==> config.mk <==
export PLATFORM = sky130hd
export DESIGN_NAME = adcc_top
export DESIGN_NICKNAME = d
export VERILOG_FILES = /design/src/adcc_pkg.sv /design/src/adcc_top.sv
export SDC_FILE = /design/constraint.sdc
export NUM_CORES = 1
export LEC_CHECK = 0
export ABC_AREA = 1
export BUFFER_PORTS_ARGS = -buffer_cell sky130_fd_sc_hd__buf_2
export CAP_MARGIN = 15
export CORE_ASPECT_RATIO = 0.5
export CORE_MARGIN = 2
export CORE_UTILIZATION = 35
export CTS_BUF_LIST = sky130_fd_sc_hd__clkbuf_4 sky130_fd_sc_hd__clkbuf_8
export CTS_CLUSTER_DIAMETER = 120
export DETAILED_ROUTE_END_ITERATION = 8
export PLACE_DENSITY = 0.53
export SLEW_MARGIN = 25
export SYNTH_ARGS = -nofsm -noshare
export SYNTH_HDL_FRONTEND = slang
export SYNTH_SLANG_ARGS = --single-unit
export TNS_END_PERCENT = 30
==> constraint.sdc <==
create_clock -name clk_sys_in -period 4.23 [get_ports clk_sys_in]
set_clock_uncertainty 0.1 [all_clocks]
set_input_delay 0.2115 -clock clk_sys_in [delete_from_list [all_inputs] [get_ports clk_sys_in]]
set_output_delay 0.2115 -clock clk_sys_in [all_outputs]
set_load 0.05 [all_outputs]
==> src/adcc_pkg.sv <==
`default_nettype none
package adcc_pkg;
  // Bus clock and the converter's internal clock derived from it
  localparam int CLK_PERIOD_NS = 4;
  localparam int ADC_CLK_PERIOD_NS = 16;
  localparam int ADC_DIV = (ADC_CLK_PERIOD_NS + CLK_PERIOD_NS - 1) / CLK_PERIOD_NS;
  localparam logic [4:0] CONV_TICKS = 5'h10;

  localparam int ADDR_W = 8;
  localparam int AIN_W = 10;
  localparam int NUM_CH = 4;
  localparam int NUM_PINS = 6;
  localparam int FIFO_WIDTH = 8;
  localparam int FIFO_DEPTH = 4;
  // Pin number of port A used by each converter channel
  localparam int CH_PIN [NUM_CH] = '{0, 1, 4, 5};

  localparam logic [ADDR_W-1:0] OFF_STATUS_CONTROL = 8'h3C;
  localparam logic [ADDR_W-1:0] OFF_RESULT = 8'h40;
  localparam logic [ADDR_W-1:0] OFF_PORT_DATA = 8'h44;
  localparam logic [ADDR_W-1:0] OFF_PORT_DIR = 8'h48;
  localparam logic [ADDR_W-1:0] OFF_PORT_PIN = 8'h4C;
  localparam logic [ADDR_W-1:0] OFF_INT_STATUS = 8'h50;

  localparam int SCR_FLAG_BIT = 7;
  localparam int SCR_IEN_BIT = 6;
  localparam int SCR_CONT_BIT = 5;
  localparam int SCR_CH_W = 5;
  localparam int PEND_BIT = 7;

  localparam logic [SCR_CH_W-1:0] CH_RST = 5'h1F;
  localparam logic [NUM_PINS-1:0] PORT_RST = 6'h00;
  localparam logic [7:0] RESULT_RST = 8'h00;
  localparam logic [7:0] CODE_MIN = 8'h00;
  localparam logic [7:0] CODE_MAX = 8'hFF;

  localparam logic [1:0] RESP_OKAY = 2'h0;
  localparam logic [1:0] RESP_SLVERR = 2'h2;

  typedef enum logic [1:0] {ST_IDLE, ST_CONV, ST_HOLD} adcc_state_t;
endpackage
`default_nettype wire

==> src/adcc_top.sv <==
// Operation
// - The selected channel's shared pin is forced to be a converter input; other pins stay port pins.
// - Port data or direction writes do not change the behaviour of the selected pin.
// - A port read of the selected pin gives 0 if its direction bit is 0, else the data latch.
// - Input at supply codes FF, at ground 00, linear between, clamped beyond the rails.
// - Each conversion takes exactly sixteen converter clocks from start to result.
// - A conversion starts on the first converter clock edge after any status/control write with byte lane 0 strobed, once no full buffer stalls the converter.
// - In continuous mode each new result overwrites the result register, read or not.
// - Continuous conversions run until software clears the continuous bit.
// - The complete flag sets at the end of each conversion and clears on the next result read.
// - Conversion is monotonic with no missing codes.
// - Flag set with interrupt enable raises the interrupt request and its pending bit.
//
// The AXI4-Lite register port was chosen for this implementation.
`default_nettype none

module adcc_fifo #(
  parameter int WIDTH = 8,
  parameter int DEPTH = 4
) (
  input wire logic clk_sys_in,
  input wire logic nrst_in,
  input wire logic [WIDTH-1:0] in_data_in,
  input wire logic in_valid_in,
  output logic in_ready_out,
  output logic [WIDTH-1:0] out_data_out,
  output logic out_valid_out,
  input wire logic out_ready_in
);
  localparam int PW = $clog2(DEPTH);
  logic [WIDTH-1:0] mem_q [DEPTH];
  logic [PW-1:0] wp_q;
  logic [PW-1:0] rp_q;
  logic [PW:0] cnt_q;
  logic push;
  logic pop;

  assign in_ready_out = cnt_q != (PW+1)'(DEPTH);
  assign out_valid_out = cnt_q != '0;
  assign out_data_out = mem_q[rp_q];
  assign push = in_valid_in & in_ready_out;
  assign pop = out_valid_out & out_ready_in;

  always_ff @(posedge clk_sys_in) begin
    if (push) begin
      mem_q[wp_q] <= in_data_in;
    end
  end

  always_ff @(posedge clk_sys_in or negedge nrst_in) begin
    if (!nrst_in) begin
      wp_q <= '0;
      rp_q <= '0;
      cnt_q <= '0;
    end else begin
      if (push) wp_q <= wp_q + 1'b1;
      if (pop) rp_q <= rp_q + 1'b1;
      cnt_q <= cnt_q + {{PW{1'b0}}, push} - {{PW{1'b0}}, pop};
    end
  end
endmodule

module adcc_top import adcc_pkg::*; (
  input wire logic clk_sys_in,
  input wire logic nrst_in,
  input wire logic [ADDR_W-1:0] s_axi_awaddr_in,
  input wire logic s_axi_awvalid_in,
  output logic s_axi_awready_out,
  input wire logic [31:0] s_axi_wdata_in,
  input wire logic [3:0] s_axi_wstrb_in,
  input wire logic s_axi_wvalid_in,
  output logic s_axi_wready_out,
  output logic [1:0] s_axi_bresp_out,
  output logic s_axi_bvalid_out,
  input wire logic s_axi_bready_in,
  input wire logic [ADDR_W-1:0] s_axi_araddr_in,
  input wire logic s_axi_arvalid_in,
  output logic s_axi_arready_out,
  output logic [31:0] s_axi_rdata_out,
  output logic [1:0] s_axi_rresp_out,
  output logic s_axi_rvalid_out,
  input wire logic s_axi_rready_in,
  input wire logic [NUM_CH-1:0][AIN_W-1:0] analog_level_in,
  input wire logic [NUM_PINS-1:0] port_pin_in,
  output logic [NUM_PINS-1:0] port_pin_out,
  output logic [NUM_PINS-1:0] port_pin_oe_out,
  output logic irq_out
);
  localparam int DIV_W = $clog2(ADC_DIV);
  localparam int A_DIV = ADC_DIV;
  localparam int A_CONV_CYC = ADC_DIV * 16;

  adcc_state_t st_q;
  logic [DIV_W-1:0] div_q;
  logic [4:0] cnt_q;
  logic tick;
  logic start_pend_q;
  logic start_fire;
  logic conv_done;
  logic [7:0] sample_q;
  logic push_valid_q;
  logic push_ready;
  logic [7:0] fifo_data;
  logic fifo_valid;
  logic drain_ready;
  logic pop;
  logic [7:0] result_q;
  logic flag_q;
  logic ien_q;
  logic cont_q;
  logic [SCR_CH_W-1:0] ch_q;
  logic [NUM_PINS-1:0] pdata_q;
  logic [NUM_PINS-1:0] pdir_q;
  logic [NUM_PINS-1:0] pin_s1_q;
  logic [NUM_PINS-1:0] pin_s2_q;
  logic [NUM_CH-1:0][AIN_W-1:0] ain_s1_q;
  logic [NUM_CH-1:0][AIN_W-1:0] ain_s2_q;
  logic ch_valid;
  logic [AIN_W-1:0] ain_sel;
  logic [NUM_PINS-1:0] sel_mask;
  logic [NUM_PINS-1:0] pin_read;
  logic aw_have_q;
  logic w_have_q;
  logic [ADDR_W-1:0] aw_addr_q;
  logic [7:0] w_byte_q;
  logic w_lane_q;
  logic wr_fire;
  logic scr_wr;
  logic ar_fire;
  logic rd_result;
  logic [ADDR_W-1:0] wa;
  logic [ADDR_W-1:0] ra;

  function automatic logic [7:0] clamp_code(input logic [AIN_W-1:0] v);
    logic signed [AIN_W-1:0] s;
    s = $signed(v);
    if (s < 0) return CODE_MIN;
    if (s > 255) return CODE_MAX;
    return v[7:0];
  endfunction

  // Pins and analog levels come from outside the clock domain
  always_ff @(posedge clk_sys_in or negedge nrst_in) begin
    if (!nrst_in) begin
      pin_s1_q <= '0;
      pin_s2_q <= '0;
      ain_s1_q <= '0;
      ain_s2_q <= '0;
    end else begin
      pin_s1_q <= port_pin_in;
      pin_s2_q <= pin_s1_q;
      ain_s1_q <= analog_level_in;
      ain_s2_q <= ain_s1_q;
    end
  end

  assign ch_valid = ch_q < SCR_CH_W'(NUM_CH);
  assign ain_sel = ch_valid ? ain_s2_q[ch_q[1:0]] : '0;

  always_comb begin
    sel_mask = '0;
    if (ch_valid) sel_mask[CH_PIN[ch_q[1:0]]] = 1'b1;
  end

  // Selected pin never driven, so port writes cannot reach it
  assign port_pin_oe_out = pdir_q & ~sel_mask;
  assign port_pin_out = pdata_q;
  assign pin_read = (sel_mask & pdir_q & pdata_q)
                  | (~sel_mask & ((pdir_q & pdata_q) | (~pdir_q & pin_s2_q)));

  // Converter clock: one tick every ADC_DIV bus cycles
  always_ff @(posedge clk_sys_in or negedge nrst_in) begin
    if (!nrst_in) div_q <= '0;
    else if (tick) div_q <= '0;
    else div_q <= div_q + 1'b1;
  end
  assign tick = div_q == DIV_W'(ADC_DIV - 1);

  assign start_fire = tick && (st_q != ST_HOLD)
                   && (start_pend_q || (st_q == ST_IDLE && cont_q));
  assign conv_done = tick && st_q == ST_CONV && !start_pend_q
                   && cnt_q == CONV_TICKS - 5'h01;

  // Set wins over the clear when a write meets the start tick
  always_ff @(posedge clk_sys_in or negedge nrst_in) begin
    if (!nrst_in) start_pend_q <= 1'b0;
    else if (scr_wr) start_pend_q <= 1'b1;
    else if (start_fire) start_pend_q <= 1'b0;
  end

  always_ff @(posedge clk_sys_in or negedge nrst_in) begin
    if (!nrst_in) begin
      st_q <= ST_IDLE;
      cnt_q <= '0;
      sample_q <= CODE_MIN;
      push_valid_q <= 1'b0;
    end else begin
      unique case (st_q)
        ST_IDLE, ST_CONV: begin
          if (start_fire) begin
            st_q <= ST_CONV;
            cnt_q <= '0;
            sample_q <= clamp_code(ain_sel);
          end else if (conv_done) begin
            st_q <= ST_HOLD;
            push_valid_q <= 1'b1;
          end else if (tick && st_q == ST_CONV) begin
            cnt_q <= cnt_q + 5'h01;
          end
        end
        ST_HOLD: begin
          // Full buffer stalls the converter instead of losing a result
          if (push_ready) begin
            push_valid_q <= 1'b0;
            st_q <= ST_IDLE;
          end
        end
      endcase
    end
  end

  adcc_fifo #(
    .WIDTH(FIFO_WIDTH),
    .DEPTH(FIFO_DEPTH)
  ) u_fifo (
    .clk_sys_in(clk_sys_in),
    .nrst_in(nrst_in),
    .in_data_in(sample_q),
    .in_valid_in(push_valid_q),
    .in_ready_out(push_ready),
    .out_data_out(fifo_data),
    .out_valid_out(fifo_valid),
    .out_ready_in(drain_ready)
  );

  // Result held steady while a read answer waits on the bus
  assign drain_ready = !s_axi_rvalid_out;
  assign pop = fifo_valid && drain_ready;

  always_ff @(posedge clk_sys_in or negedge nrst_in) begin
    if (!nrst_in) result_q <= RESULT_RST;
    else if (pop) result_q <= fifo_data;
  end

  always_ff @(posedge clk_sys_in or negedge nrst_in) begin
    if (!nrst_in) flag_q <= 1'b0;
    else if (pop) flag_q <= 1'b1;
    else if (rd_result) flag_q <= 1'b0;
  end

  assign irq_out = flag_q & ien_q;

  // Register write path: address and data taken in either order
  assign s_axi_awready_out = !aw_have_q;
  assign s_axi_wready_out = !w_have_q;
  assign wr_fire = aw_have_q && w_have_q && !s_axi_bvalid_out;
  assign wa = {aw_addr_q[ADDR_W-1:2], 2'b00};
  assign scr_wr = wr_fire && w_lane_q && wa == OFF_STATUS_CONTROL;

  always_ff @(posedge clk_sys_in or negedge nrst_in) begin
    if (!nrst_in) begin
      aw_have_q <= 1'b0;
      w_have_q <= 1'b0;
      aw_addr_q <= '0;
      w_byte_q <= '0;
      w_lane_q <= 1'b0;
    end else begin
      if (s_axi_awvalid_in && !aw_have_q) begin
        aw_have_q <= 1'b1;
        aw_addr_q <= s_axi_awaddr_in;
      end else if (wr_fire) begin
        aw_have_q <= 1'b0;
      end
      if (s_axi_wvalid_in && !w_have_q) begin
        w_have_q <= 1'b1;
        w_byte_q <= s_axi_wdata_in[7:0];
        w_lane_q <= s_axi_wstrb_in[0];
      end else if (wr_fire) begin
        w_have_q <= 1'b0;
      end
    end
  end

  always_ff @(posedge clk_sys_in or negedge nrst_in) begin
    if (!nrst_in) begin
      s_axi_bvalid_out <= 1'b0;
      s_axi_bresp_out <= RESP_OKAY;
    end else if (wr_fire) begin
      s_axi_bvalid_out <= 1'b1;
      s_axi_bresp_out <= (wa == OFF_STATUS_CONTROL || wa == OFF_PORT_DATA || wa == OFF_PORT_DIR
                          || wa == OFF_RESULT || wa == OFF_PORT_PIN || wa == OFF_INT_STATUS)
                         ? RESP_OKAY : RESP_SLVERR;
    end else if (s_axi_bready_in) begin
      s_axi_bvalid_out <= 1'b0;
    end
  end

  always_ff @(posedge clk_sys_in or negedge nrst_in) begin
    if (!nrst_in) begin
      ien_q <= 1'b0;
      cont_q <= 1'b0;
      ch_q <= CH_RST;
      pdata_q <= PORT_RST;
      pdir_q <= PORT_RST;
    end else if (wr_fire && w_lane_q) begin
      if (wa == OFF_STATUS_CONTROL) begin
        ien_q <= w_byte_q[SCR_IEN_BIT];
        cont_q <= w_byte_q[SCR_CONT_BIT];
        ch_q <= w_byte_q[SCR_CH_W-1:0];
      end
      if (wa == OFF_PORT_DATA) pdata_q <= w_byte_q[NUM_PINS-1:0];
      if (wa == OFF_PORT_DIR) pdir_q <= w_byte_q[NUM_PINS-1:0];
    end
  end

  // Register read path
  assign s_axi_arready_out = !s_axi_rvalid_out;
  assign ar_fire = s_axi_arvalid_in && s_axi_arready_out;
  assign ra = {s_axi_araddr_in[ADDR_W-1:2], 2'b00};
  assign rd_result = ar_fire && ra == OFF_RESULT;

  always_ff @(posedge clk_sys_in or negedge nrst_in) begin
    if (!nrst_in) begin
      s_axi_rvalid_out <= 1'b0;
      s_axi_rdata_out <= '0;
      s_axi_rresp_out <= RESP_OKAY;
    end else if (ar_fire) begin
      s_axi_rvalid_out <= 1'b1;
      s_axi_rresp_out <= RESP_OKAY;
      s_axi_rdata_out <= '0;
      unique case (ra)
        OFF_STATUS_CONTROL: s_axi_rdata_out[7:0] <= {flag_q, ien_q, cont_q, ch_q};
        OFF_RESULT: s_axi_rdata_out[7:0] <= result_q;
        OFF_PORT_DATA: s_axi_rdata_out[NUM_PINS-1:0] <= pdata_q;
        OFF_PORT_DIR: s_axi_rdata_out[NUM_PINS-1:0] <= pdir_q;
        OFF_PORT_PIN: s_axi_rdata_out[NUM_PINS-1:0] <= pin_read;
        OFF_INT_STATUS: s_axi_rdata_out[PEND_BIT] <= flag_q & ien_q;
        default: s_axi_rresp_out <= RESP_SLVERR;
      endcase
    end else if (s_axi_rready_in) begin
      s_axi_rvalid_out <= 1'b0;
    end
  end

  // Cycles since the last start, for checking conversion length
  logic [7:0] cyc_q;
  always_ff @(posedge clk_sys_in or negedge nrst_in) begin
    if (!nrst_in) cyc_q <= '0;
    else if (start_fire) cyc_q <= '0;
    else if (cyc_q != 8'hFF) cyc_q <= cyc_q + 8'h01;
  end
endmodule
`default_nettype wire

# ---- Word-level counts from Yosys, hierarchy flattened
# Memory sizes are Yosys's and may differ from the RTL's. A register that Yosys moved wholly into a read port is not among the register bits.
# Cells that the tools add are included.
dict set report totals {
  output_inout_bits 54
  latch_bits 0
  memories 1
  ram_bits 32
  wordCells 182
  register_bits 170
  romBits 0
}
dict set report op_classes {
  addsub 6
  eq_ne 23
  magnitude_cmp 7
  div 0
  bitwise_logic 14
  reduce_logical 46
  mux 50
  multipliers 0
  shifts 0
}
# name words word_bits read_ports rd_clocked_by_memory_dff write_ports line_no
set mem_list {}
lappend mem_list {u_fifo.mem_q 4 8 1 1 1 adcc_top.sv:31} ;# logic [WIDTH-1:0] mem_q [DEPTH];
# operator count
set op_table {}
lappend op_table {{32-bit binary-select mux with 2-bit select} 1}
lappend op_table {{32-bit 2-to-1 mux} 2}
lappend op_table {{6-bit by 5-bit equality test with 1-bit output (second input constant)} 10}
lappend op_table {{6-bit bitwise AND} 6}
lappend op_table {{32-bit by 1-bit greater-or-equal comparator with 1-bit output (second input constant)} 1}
lappend op_table {{32-bit by 5-bit < comparator with 1-bit output (second input constant)} 1}
lappend op_table {{8-bit 2-to-1 mux} 4}
lappend op_table {{6-bit case mux with 5 select lines} 1}
lappend op_table {{1-bit 2-to-1 mux} 24}
lappend op_table {{10-bit binary-select mux with 2-bit select} 1}
lappend op_table {{10-bit 2-to-1 mux} 2}
lappend op_table {{1-bit logical AND} 16}
lappend op_table {{5-bit 2-to-1 mux} 3}
lappend op_table {{2-bit nonzero test} 7}
lappend op_table {{6-bit by 4-bit equality test with 1-bit output (second input constant)} 2}
lappend op_table {{2-bit 2-to-1 mux} 6}
lappend op_table {{6-bit inverter} 2}
lappend op_table {{6-bit bitwise OR} 2}
lappend op_table {{10-bit by 9-bit > comparator with 1-bit output (second input constant)} 1}
lappend op_table {{10-bit by 1-bit < comparator with 1-bit output (second input constant)} 1}
lappend op_table {{2-bit AND reduction} 5}
lappend op_table {{2-bit inequality test (second input constant)} 4}
lappend op_table {{2-bit by 1-bit adder with 2-bit output (second input constant)} 3}
lappend op_table {{1-bit logical NOT} 6}
lappend op_table {{24 further kinds} 35}

# ---- Longest topological paths before layout
# Gate-level depths: netlist of the first run.
dict set report logic_depth {
  depth_word 13
  mapped_depth 11
}

# ---- Hierarchy
# From an unflattened synthesis of the first run, not the netlist that was laid out.
dict set report hier_totals {
  cells_unflattened 780
  hier_area_um2 8261.7
}
# module seq_area_each_um2 cells_each n_inst area_per_inst_um2
set modules_own_cells {}
lappend modules_own_cells {adcc_top 4185.3 623 1 6516.2}
lappend modules_own_cells {adcc_fifo 1136.1 157 1 1745.4}

# ---- Least setup slack after synthesis of the first run
# Ideal clock, no wire load.
dict set report synth_timing {
  kind {register -> register}
  start {register s_axi_rvalid_out}
  end {register u_fifo.cnt_q[2]}
  stages_incl_launch_ff 9
  t_required_ps 4007
  arrival_time_ps 2093
  n_path_buf 1
  path_slack_ps 1914
  period_less_slack_ps 2316
  setup_time_ps 123
  cell_sequence {dfrtp_1 > nor2_2 > buf_2 > ha_1 > inv_1 > ha_1 > inv_1 > fa_1 > xnor2_1}
}
dict set report synth_via {
  elab_chain_len 3
}
# item line_no
set synth_lines {}
lappend synth_lines {{start: declaration} adcc_top.sv:81} ;# output logic s_axi_rvalid_out,
lappend synth_lines {{start signal: assignment} adcc_top.sv:324} ;# s_axi_rvalid_out <= 1'b0;
lappend synth_lines {{start signal: assignment} adcc_top.sv:328} ;# s_axi_rvalid_out <= 1'b1;
lappend synth_lines {{start signal: assignment} adcc_top.sv:341} ;# s_axi_rvalid_out <= 1'b0;
lappend synth_lines {{1-bit logical NOT} adcc_top.sv:237} ;# assign drain_ready = !s_axi_rvalid_out;
lappend synth_lines {{1-bit bitwise AND} adcc_top.sv:42} ;# assign pop = out_valid_out & out_ready_in;
lappend synth_lines {{3-bit by 1-bit subtractor with 3-bit output} adcc_top.sv:58} ;# cnt_q <= cnt_q + {{PW{1'b0}}, push} - {{PW{1'b0}}, pop};
lappend synth_lines {{end signal: assignment} adcc_top.sv:58}
lappend synth_lines {{end: declaration} adcc_top.sv:34} ;# logic [PW:0] cnt_q;
# No other way between the ends.
# A chain may end at the register's enable or synchronous reset.

# ---- Worst setup path after layout of the first run
dict set report layout_timing {
  start {register ch_q[1]}
  end {output port_pin_oe_out[4]}
}
dict set report layout_via {
  elab_chain_len 11
  word_cells_on_any_way 13
  classes_between {order compare: 3; mux: 6; bitwise: 3; reduce/logical: 1}
}
# item line_no
set layout_lines {}
lappend layout_lines {{start: declaration} adcc_top.sv:111} ;# logic [SCR_CH_W-1:0] ch_q;
lappend layout_lines {{start signal: assignment} adcc_top.sv:309} ;# ch_q <= w_byte_q[SCR_CH_W-1:0];
lappend layout_lines {{2-bit inverter with 3-bit output (implied by the code)} adcc_top.sv:162} ;# if (ch_valid) sel_mask[CH_PIN[ch_q[1:0]]] = 1'b1;
lappend layout_lines {{32-bit binary-select mux with 2-bit select} adcc_top.sv:162}
lappend layout_lines {{32-bit 2-to-1 mux (implied by the code) (2 in series)} adcc_top.sv:162}
lappend layout_lines {{32-bit by 1-bit greater-or-equal comparator with 1-bit output (implied by the code) / 32-bit by 5-bit < comparator with 1-bit output (equally long branches)} adcc_top.sv:162}
lappend layout_lines {{1-bit logical AND (implied by the code)} adcc_top.sv:162}
lappend layout_lines {{1-bit 2-to-1 mux (implied by the code)} adcc_top.sv:162}
lappend layout_lines {{1-bit demux with 3-bit select} adcc_top.sv:162}
lappend layout_lines {{6-bit 2-to-1 mux *} adcc_top.sv:162}
lappend layout_lines {{6-bit inverter *} adcc_top.sv:166} ;# assign port_pin_oe_out = pdir_q & ~sel_mask;
lappend layout_lines {{6-bit bitwise AND *} adcc_top.sv:166}
lappend layout_lines {{end: declaration} adcc_top.sv:86} ;# output logic [NUM_PINS-1:0] port_pin_oe_out,
# Every way passes the cells marked *; elsewhere a longest branch is shown, timed or not. The select of a mux whose other input is x is not followed.

==> results.py, run 1 <==
metrics = {
    "cells_and_area": {
        "area_growth_pct": 26.2,
        "layout-drive-gt1-share_pct": 19.2,
        "diodes": 0,
        "fillers": 2228,
        "final_nets": 1065,
    },
    "flow_run": {
        "drv_cap": 0,
    },
    "yosys": {
        "synth_common_cells": "dfrtp_1, nand2_1, nor2_1",
        "synth_compound_area_share_pct": 5.98,
        "yosys_warnings": 0,
        "synth.top_cell.area_share_pct": 52.6,
        "synth_top_family_by_area": "simple AND/OR/NAND/NOR gates",
        "yosysMostFrequentCell": "dfrtp_1",
        "synth-edff-count": 32,
        "syn_area_sq_um": 8040,
        "synth_xor_area_share_pct": 0.763,
        "yosysUniqueCellTypes": 37,
        "syn-instance-count": 766,
        "synth.mux.area_fraction_pct": 0,
        "async_flop_share_pct": 84.5,
        "synth_top_cell_by_area": "dfrtp_1",
        "yosys-top-cells-area": "dfrtp_1, edfxtp_1, nand2_1",
        "synth_adder_area_share_pct": 1.65,
        "synth_seq_cells": 206,
        "yosysSeqAreaShare_pct": 66.2,
        "syn_area_per_cell_sq_um": 10.5,
        "synth_ff_type": "dfrtp_1",
        "yosys.area_share.simple_pct": 18.3,
    },
    "power": {
        "power.density_nw_per_um2": 561,
        "peakVddDrop_uv": 204,
        "p_int_mw": 3.78,
        "p_sw_share_pct": 33.5,
        "p_leak_nw": 4.82,
        "pwr-share-seq_pct": 45.1,
        "pwr-share-comb_pct": 22.9,
        "power_mw": 5.69,
        "netSwitchingPower_mw": 1.91,
        "clockPowerShare_pct": 32.0,
    },
    "hold_path": {
        "hp-start": "s_axi_araddr_in[6]",
        "holdCritPathClass": "in -> reg",
    },
    "sta": {
        "tns_ps": 0,
        "setup_viol": 0,
        "slew_headroom_pct": 38.3,
        "hold_violations": 0,
        "grt_setup_unrepaired": "false",
        "period_share_pct": 63.6,
        "fin_ws_ps": 1540,
        "min_period_ps": 2690,
        "final_max_slew_viol_count": 0,
        "clock.fmax_ghz": 0.372,
        "worst_slew_pin_slew_ps": 925,
    },
    "critical_path": {
        "startpoint": "ch_q[1]",
        "cp_num_buf_inv": 2,
        "timing.reg2reg.setup_slack_ps": 1850,
        "required_ps": 3920,
        "max_stage_delay_ps": 680,
        "end_kind": "primary output",
        "path_class": "reg -> out",
        "cp_cell_sequence": "inv_2, nor2_2, nand3_2, and2_1, buf_2",
        "r2r_start": "u_fifo.cnt_q[1]",
        "slowest_stage": "dfstp_2",
        "critical_path.top_delay_family": "simple AND/OR/NAND/NOR gates",
        "arrival_ps": 2380,
        "cp-start-kind": "register",
        "cp_max_fo": 11,
    },
    "global_route": {
        "track_usage_pct": 14.8,
        "grt_start_max_net_pins": 100,
        "first_global_vias": 5648,
        "antenna_found_initial": 0,
        "grt_first_pass_wirelength_um": 28700,
        "grt_overflow": 0,
    },
    "floorplanning": {
        "io_pins": 159,
        "die_h_um": 111,
        "core_region_area_sq_um": 22700,
        "rows": 39,
        "die_w_um": 218,
        "die-area_sq_um": 24300,
        "start_util_pct": 35.4,
    },
    "routing": {
        "drt_iter0_markers": 276,
        "detail_route.first_pass.iterations": 4,
        "drcViolationCount": 0,
        "dr_total_vias": 5618,
        "final_antenna_net_count": 0,
        "routed_wl_um": 17400,
        "vias_per_cell": 4.39,
        "wl_per_cell_um": 13.6,
    },
    "status": {
        "status": "finished clean",
    },
    "clock_network": {
        "cts_setup_buffers": 0,
        "cts_tree": "yes",
        "clkSinkCount": 206,
        "clock_path_buffers": 3,
        "clock_latency_ps": 560,
        "cts_inserted_buffers": 30,
        "root_buffer": "clkbuf_8",
        "h-tree-depth": 1,
        "clk_pin_slew_ps": 70,
    },
    "placed_design": {
        "portBuffers": 100,
        "gp_congestion": 0.783,
        "pre_cts_ws_ps": 1700,
        "hpwl_um": 11600,
    },
}
-- timing repair --
item                                   CTS  global route
endpoints found under the hold margin  157             0
hold buffers                            69             0
gates resized for setup                  0             0
-- final cells by class --
cell class | instances | area [sq um] | share of cell area (%)
Sequential cell | 206 | 5320 | 52.4
Tap cell | 307 | 384 | 3.79
Inverter | 71 | 267 | 2.63
Clock inverter | 6 | 82.6 | 0.814
Timing Repair Buffer | 171 | 1210 | 11.9
Clock buffer | 49 | 631 | 6.22
Multi-Input combinational cell | 470 | 2250 | 22.2
-- worst paths after layout --
path	endpoint	depth (start not counted)
worst min-delay path	s_axi_rdata_out[6]	4
max in group asynchronous	s_axi_rdata_out[3]	3
worst max register to register	u_fifo.cnt_q[2]	8
worst max-delay path	port_pin_oe_out[4]	5
min in group asynchronous	u_fifo.wp_q[1]	2
worst min register to register	ain_s2_q[22]	0
-- tightest hold or removal path, cell delays in order --
cell	delay, ps
buf_2	100
nor2_1	130
nand4_1	150
nand3_1	80
-- per-layer routing --
metal / share of wire (%) / wire [um] / global-route usage [%] / vias up
li1: - / - / - / 2780
met1: 47 / 8090 / 20.3 / 2696
met2: 47 / 8220 / 24.2 / 123
met3: 4.7 / 825 / 3.21 / 19
met4: 1.5 / 263 / 3.27 / 0
met5: 0 / 0 / 0 / -
-- registers in the layout, summed over array words and instances, names as in the netlist, 2 cells and up --
register and flops:
ain_s1_q 40, port_pin_out 6, pin_s1_q 6, pin_s2_q 6, sample_q 8, u_fifo.rp_q 2
pdir_q 6, s_axi_rdata_out 8, u_fifo.mem_q 32, result_q 8, st_q 2, ain_s2_q 40
cnt_q 5, aw_addr_q 6, ch_q 5, u_fifo.wp_q 2, u_fifo.cnt_q 3, div_q 2
w_byte_q 7
-- kinds of logic after synthesis --
logic type	after synthesis
AOI/OAI and AO/OA	91
xor gates and xnor gates	7
adders and majority gates	10
buffers and inverters	115
DFF	206
other	1
and+or+nand+nor	336
-- power by group through the flow --
stage          Clock [mW]  Sequential [mW]  Combinational, mW
2_1_floorplan           0             2.65              0.833
3_3_place_gp            0             2.59               1.24
3_5_place_dp            0             2.60               1.27
4_1_cts              1.88             2.56               1.32
5_1_grt              1.98             2.60               1.47
6_report             1.82             2.56               1.30
-- placed cells by master, fill, tap and decap left out, types with 6 or more instances in the layout --
cell type and instances:
a21oi_1 21, a31oi_1 6, buf_2 99, clkbuf_4 7, clkbuf_8 42, conb_1 26
dfrtp_1 169, dlygate4sd3_1 69, edfxtp_1 32, ha_1 9, inv_1 66, nand2_1 168
nand3_1 32, nand4_1 17, nor2_1 95, o21ai_0 51
-- per-stage QoR --
stage / utilization [%] / area (sq um) / cells / hold WS (ps)
3_5_place_dp: 38.5 / 8740 / 1156 / 221
4_1_cts: 44.7 / 10100 / 1280 / 17.4
3_3_place_gp: 38.5 / 8740 / 1156 / 219
6_report: 44.7 / 10100 / 1280 / 59.9
2_1_floorplan: - / 8130 / 791 / -184
5_1_grt: 44.7 / 10100 / 1280 / 65.0
Power figures use the tool's default switching activity.
==> inputs of run 2 (changes only) <==
--- a/config.mk
+++ b/config.mk
@@ -14,7 +14,7 @@
 export CTS_BUF_LIST = sky130_fd_sc_hd__clkbuf_4 sky130_fd_sc_hd__clkbuf_8
 export CTS_CLUSTER_DIAMETER = 120
 export DETAILED_ROUTE_END_ITERATION = 8
-export PLACE_DENSITY = 0.53
+export PLACE_DENSITY = 0.55
 export SLEW_MARGIN = 25
 export SYNTH_ARGS = -nofsm -noshare
 export SYNTH_HDL_FRONTEND = slang
==> constraint.sdc (replaced) <==
create_clock -name clk_sys_in -period 2.4 [get_ports clk_sys_in]
set_clock_uncertainty 0.1 [all_clocks]
set_input_delay 0.12 -clock clk_sys_in [delete_from_list [all_inputs] [get_ports clk_sys_in]]
set_output_delay 0.12 -clock clk_sys_in [all_outputs]
set_load 0.05 [all_outputs]
==> run 2 against run 1 <==
Sequential cell count is the same. Core utilization increased by 1.5 points. Worst setup slack worse by 1500 ps. Count of clock-buffer cells in the layout shrank 10. Combinational power up 88%. Sequential share of layout area decreased by 1.7 points. Highest routed layer unchanged. Non-clock buffer count grew 33. Critical path type is now in -> reg. Wire length rose by 1.7%. Clock power grew 78%. Sequential power rose by 76%. Via count rose by 3.3%. Critical path depth is 4 higher.
==> results.py, run 2 (synthesis gave the netlist of run 1 again) <==
metrics = {
    "status": {
        "status": "finished clean",
    },
    "critical_path": {
        "reg2reg_depth": 9,
        "critical_path.top_delay_family": "buffers and inverters",
        "path_class": "in -> reg",
        "slowest_stage": "dlygate4sd3_1",
        "cp_max_fo": 7,
        "cp_num_buf_inv": 5,
        "crit_cells": 9,
        "cp_cell_sequence": "dlygate4sd3_1, buf_2, nor2_2, dlygate4sd3_1, nand2_1, o21ai_1, inv_1, a21oi_1, dlygate4sd3_1",
        "arrival_ps": 2730,
        "end_kind": "register",
        "cp_common_cell": "dlygate4sd3_1",
        "max_stage_delay_ps": 650,
        "required_ps": 2810,
        "cp-start-kind": "input pin",
    },
    "routing": {
        "vias_per_cell": 4.42,
        "wl_per_cell_um": 13.5,
        "dr_total_vias": 5806,
        "drt_iter0_markers": 301,
        "routed_wl_um": 17700,
        "final_antenna_net_count": 0,
        "detail_route.first_pass.iterations": 6,
        "drcViolationCount": 0,
    },
    "sta": {
        "grt_setup_unrepaired": "true",
        "period_share_pct": 96.4,
        "min_period_ps": 2310,
        "final_max_slew_viol_count": 0,
        "worst_slew_pin_slew_ps": 541,
        "slew_headroom_pct": 63.8,
        "setup_viol": 0,
        "clock.fmax_ghz": 0.432,
        "hold_violations": 0,
        "tns_ps": 0,
    },
    "clock_network": {
        "clk_pin_slew_ps": 70,
        "h-tree-depth": 1,
        "clkSinkCount": 206,
        "cts_inserted_buffers": 30,
        "cts_tree": "yes",
        "clock_latency_ps": 570,
        "root_buffer": "clkbuf_8",
        "cts_setup_buffers": 0,
        "clock_path_buffers": 3,
    },
    "placed_design": {
        "gp_congestion": 0.782,
        "hpwl_um": 11700,
        "portBuffers": 100,
    },
    "power": {
        "p_leak_nw": 4.98,
        "peakVddDrop_uv": 429,
        "power.density_nw_per_um2": 973,
    },
    "cells_and_area": {
        "reg_top3": "ain_s1_q: 40 flops, ain_s2_q: 40 flops, u_fifo.mem_q: 32 flops",
        "final_nets": 1098,
        "fin_util_pct": 46.2,
        "layout-drive-gt1-share_pct": 20.3,
        "area_growth_pct": 30.5,
        "diodes": 0,
        "layout_common_cells": "dfrtp_1, nand2_1, buf_2",
        "layout.cells.most_common": "dfrtp_1",
    },
    "floorplanning": {
        "core_region_area_sq_um": 22700,
        "start_util_pct": 35.4,
        "die_w_um": 218,
        "rows": 39,
        "io_pins": 159,
        "die_h_um": 111,
        "die-area_sq_um": 24300,
    },
    "global_route": {
        "first_global_vias": 5851,
        "grt_first_pass_wirelength_um": 29300,
        "track_usage_pct": 15.2,
        "grt_overflow": 0,
        "antenna_found_initial": 0,
        "grt_start_max_net_pins": 53,
    },
    "hold_path": {
        "holdCritPathClass": "in -> async",
    },
    "flow_run": {
        "drv_cap": 0,
    },
}
[run 2: power breakdown]
group | internal, mW | total (mW) | switching [mW]
logic | 0.798 | 2.45 | 1.66
registers | 4.12 | 4.50 | 0.385
clock network | 1.82 | 3.24 | 1.42
total | 6.74 | 10.2 | 3.47
[run 2: through the flow]
step	hold slack [ps]	power (mW)	instance area [sq um]	setup slack [ps]	cells
floorplan	-276	6.15	8130	84.1	791
global placement	-1.53	6.77	8850	373	1168
detailed placement	4.69	6.81	8850	337	1168
CTS	0.409	10.3	10500	16.5	1314
global route	41.8	10.8	10500	-7.11	1314
finish	28.6	10.2	10500	86.1	1314
[run 2: cell type report]
cell class              count  area (sq um)
clock buffers              39           499
clock inverters            17           201
fillers                  2122         12200
inverters                  71           269
multi-input cells         470          2260
flip-flops and latches    206          5320
well taps                 307           384
repair buffers            204          1560
[run 2: final timing paths]
check	from	end	slack (ps)
max reg2reg	ch_q[2]	s_axi_rdata_out[0]	210
min in group clk_sys_in	s_axi_araddr_in[3]	s_axi_rdata_out[2]	40
min	nrst_in	ain_s2_q[29]	30
min reg2reg	ain_s1_q[28]	ain_s2_q[28]	230
max	s_axi_araddr_in[7]	s_axi_rdata_out[0]	90
max in group asynchronous	nrst_in	ain_s1_q[3]	1810
[run 2: worst min-delay path: stages]
cell,delay (ps)
dlygate4sd3_1,540
buf_6,160
buf_12,260
[run 2: timing repair]
action | in CTS | in global routing
hold buffers | 90 | 0
setup endpoints to repair | 2 | 5
hold endpoints to repair | 239 | 0
gates resized for setup | 2 | 4
[run 2: routing by layer]
layer	track usage [%]	wire length (um)	part of all wire [%]
met1	20.5	8150	46
met2	24.7	8160	46
met3	3.54	1070	6.1
met4	3.63	312	1.8
met5	0	0	0
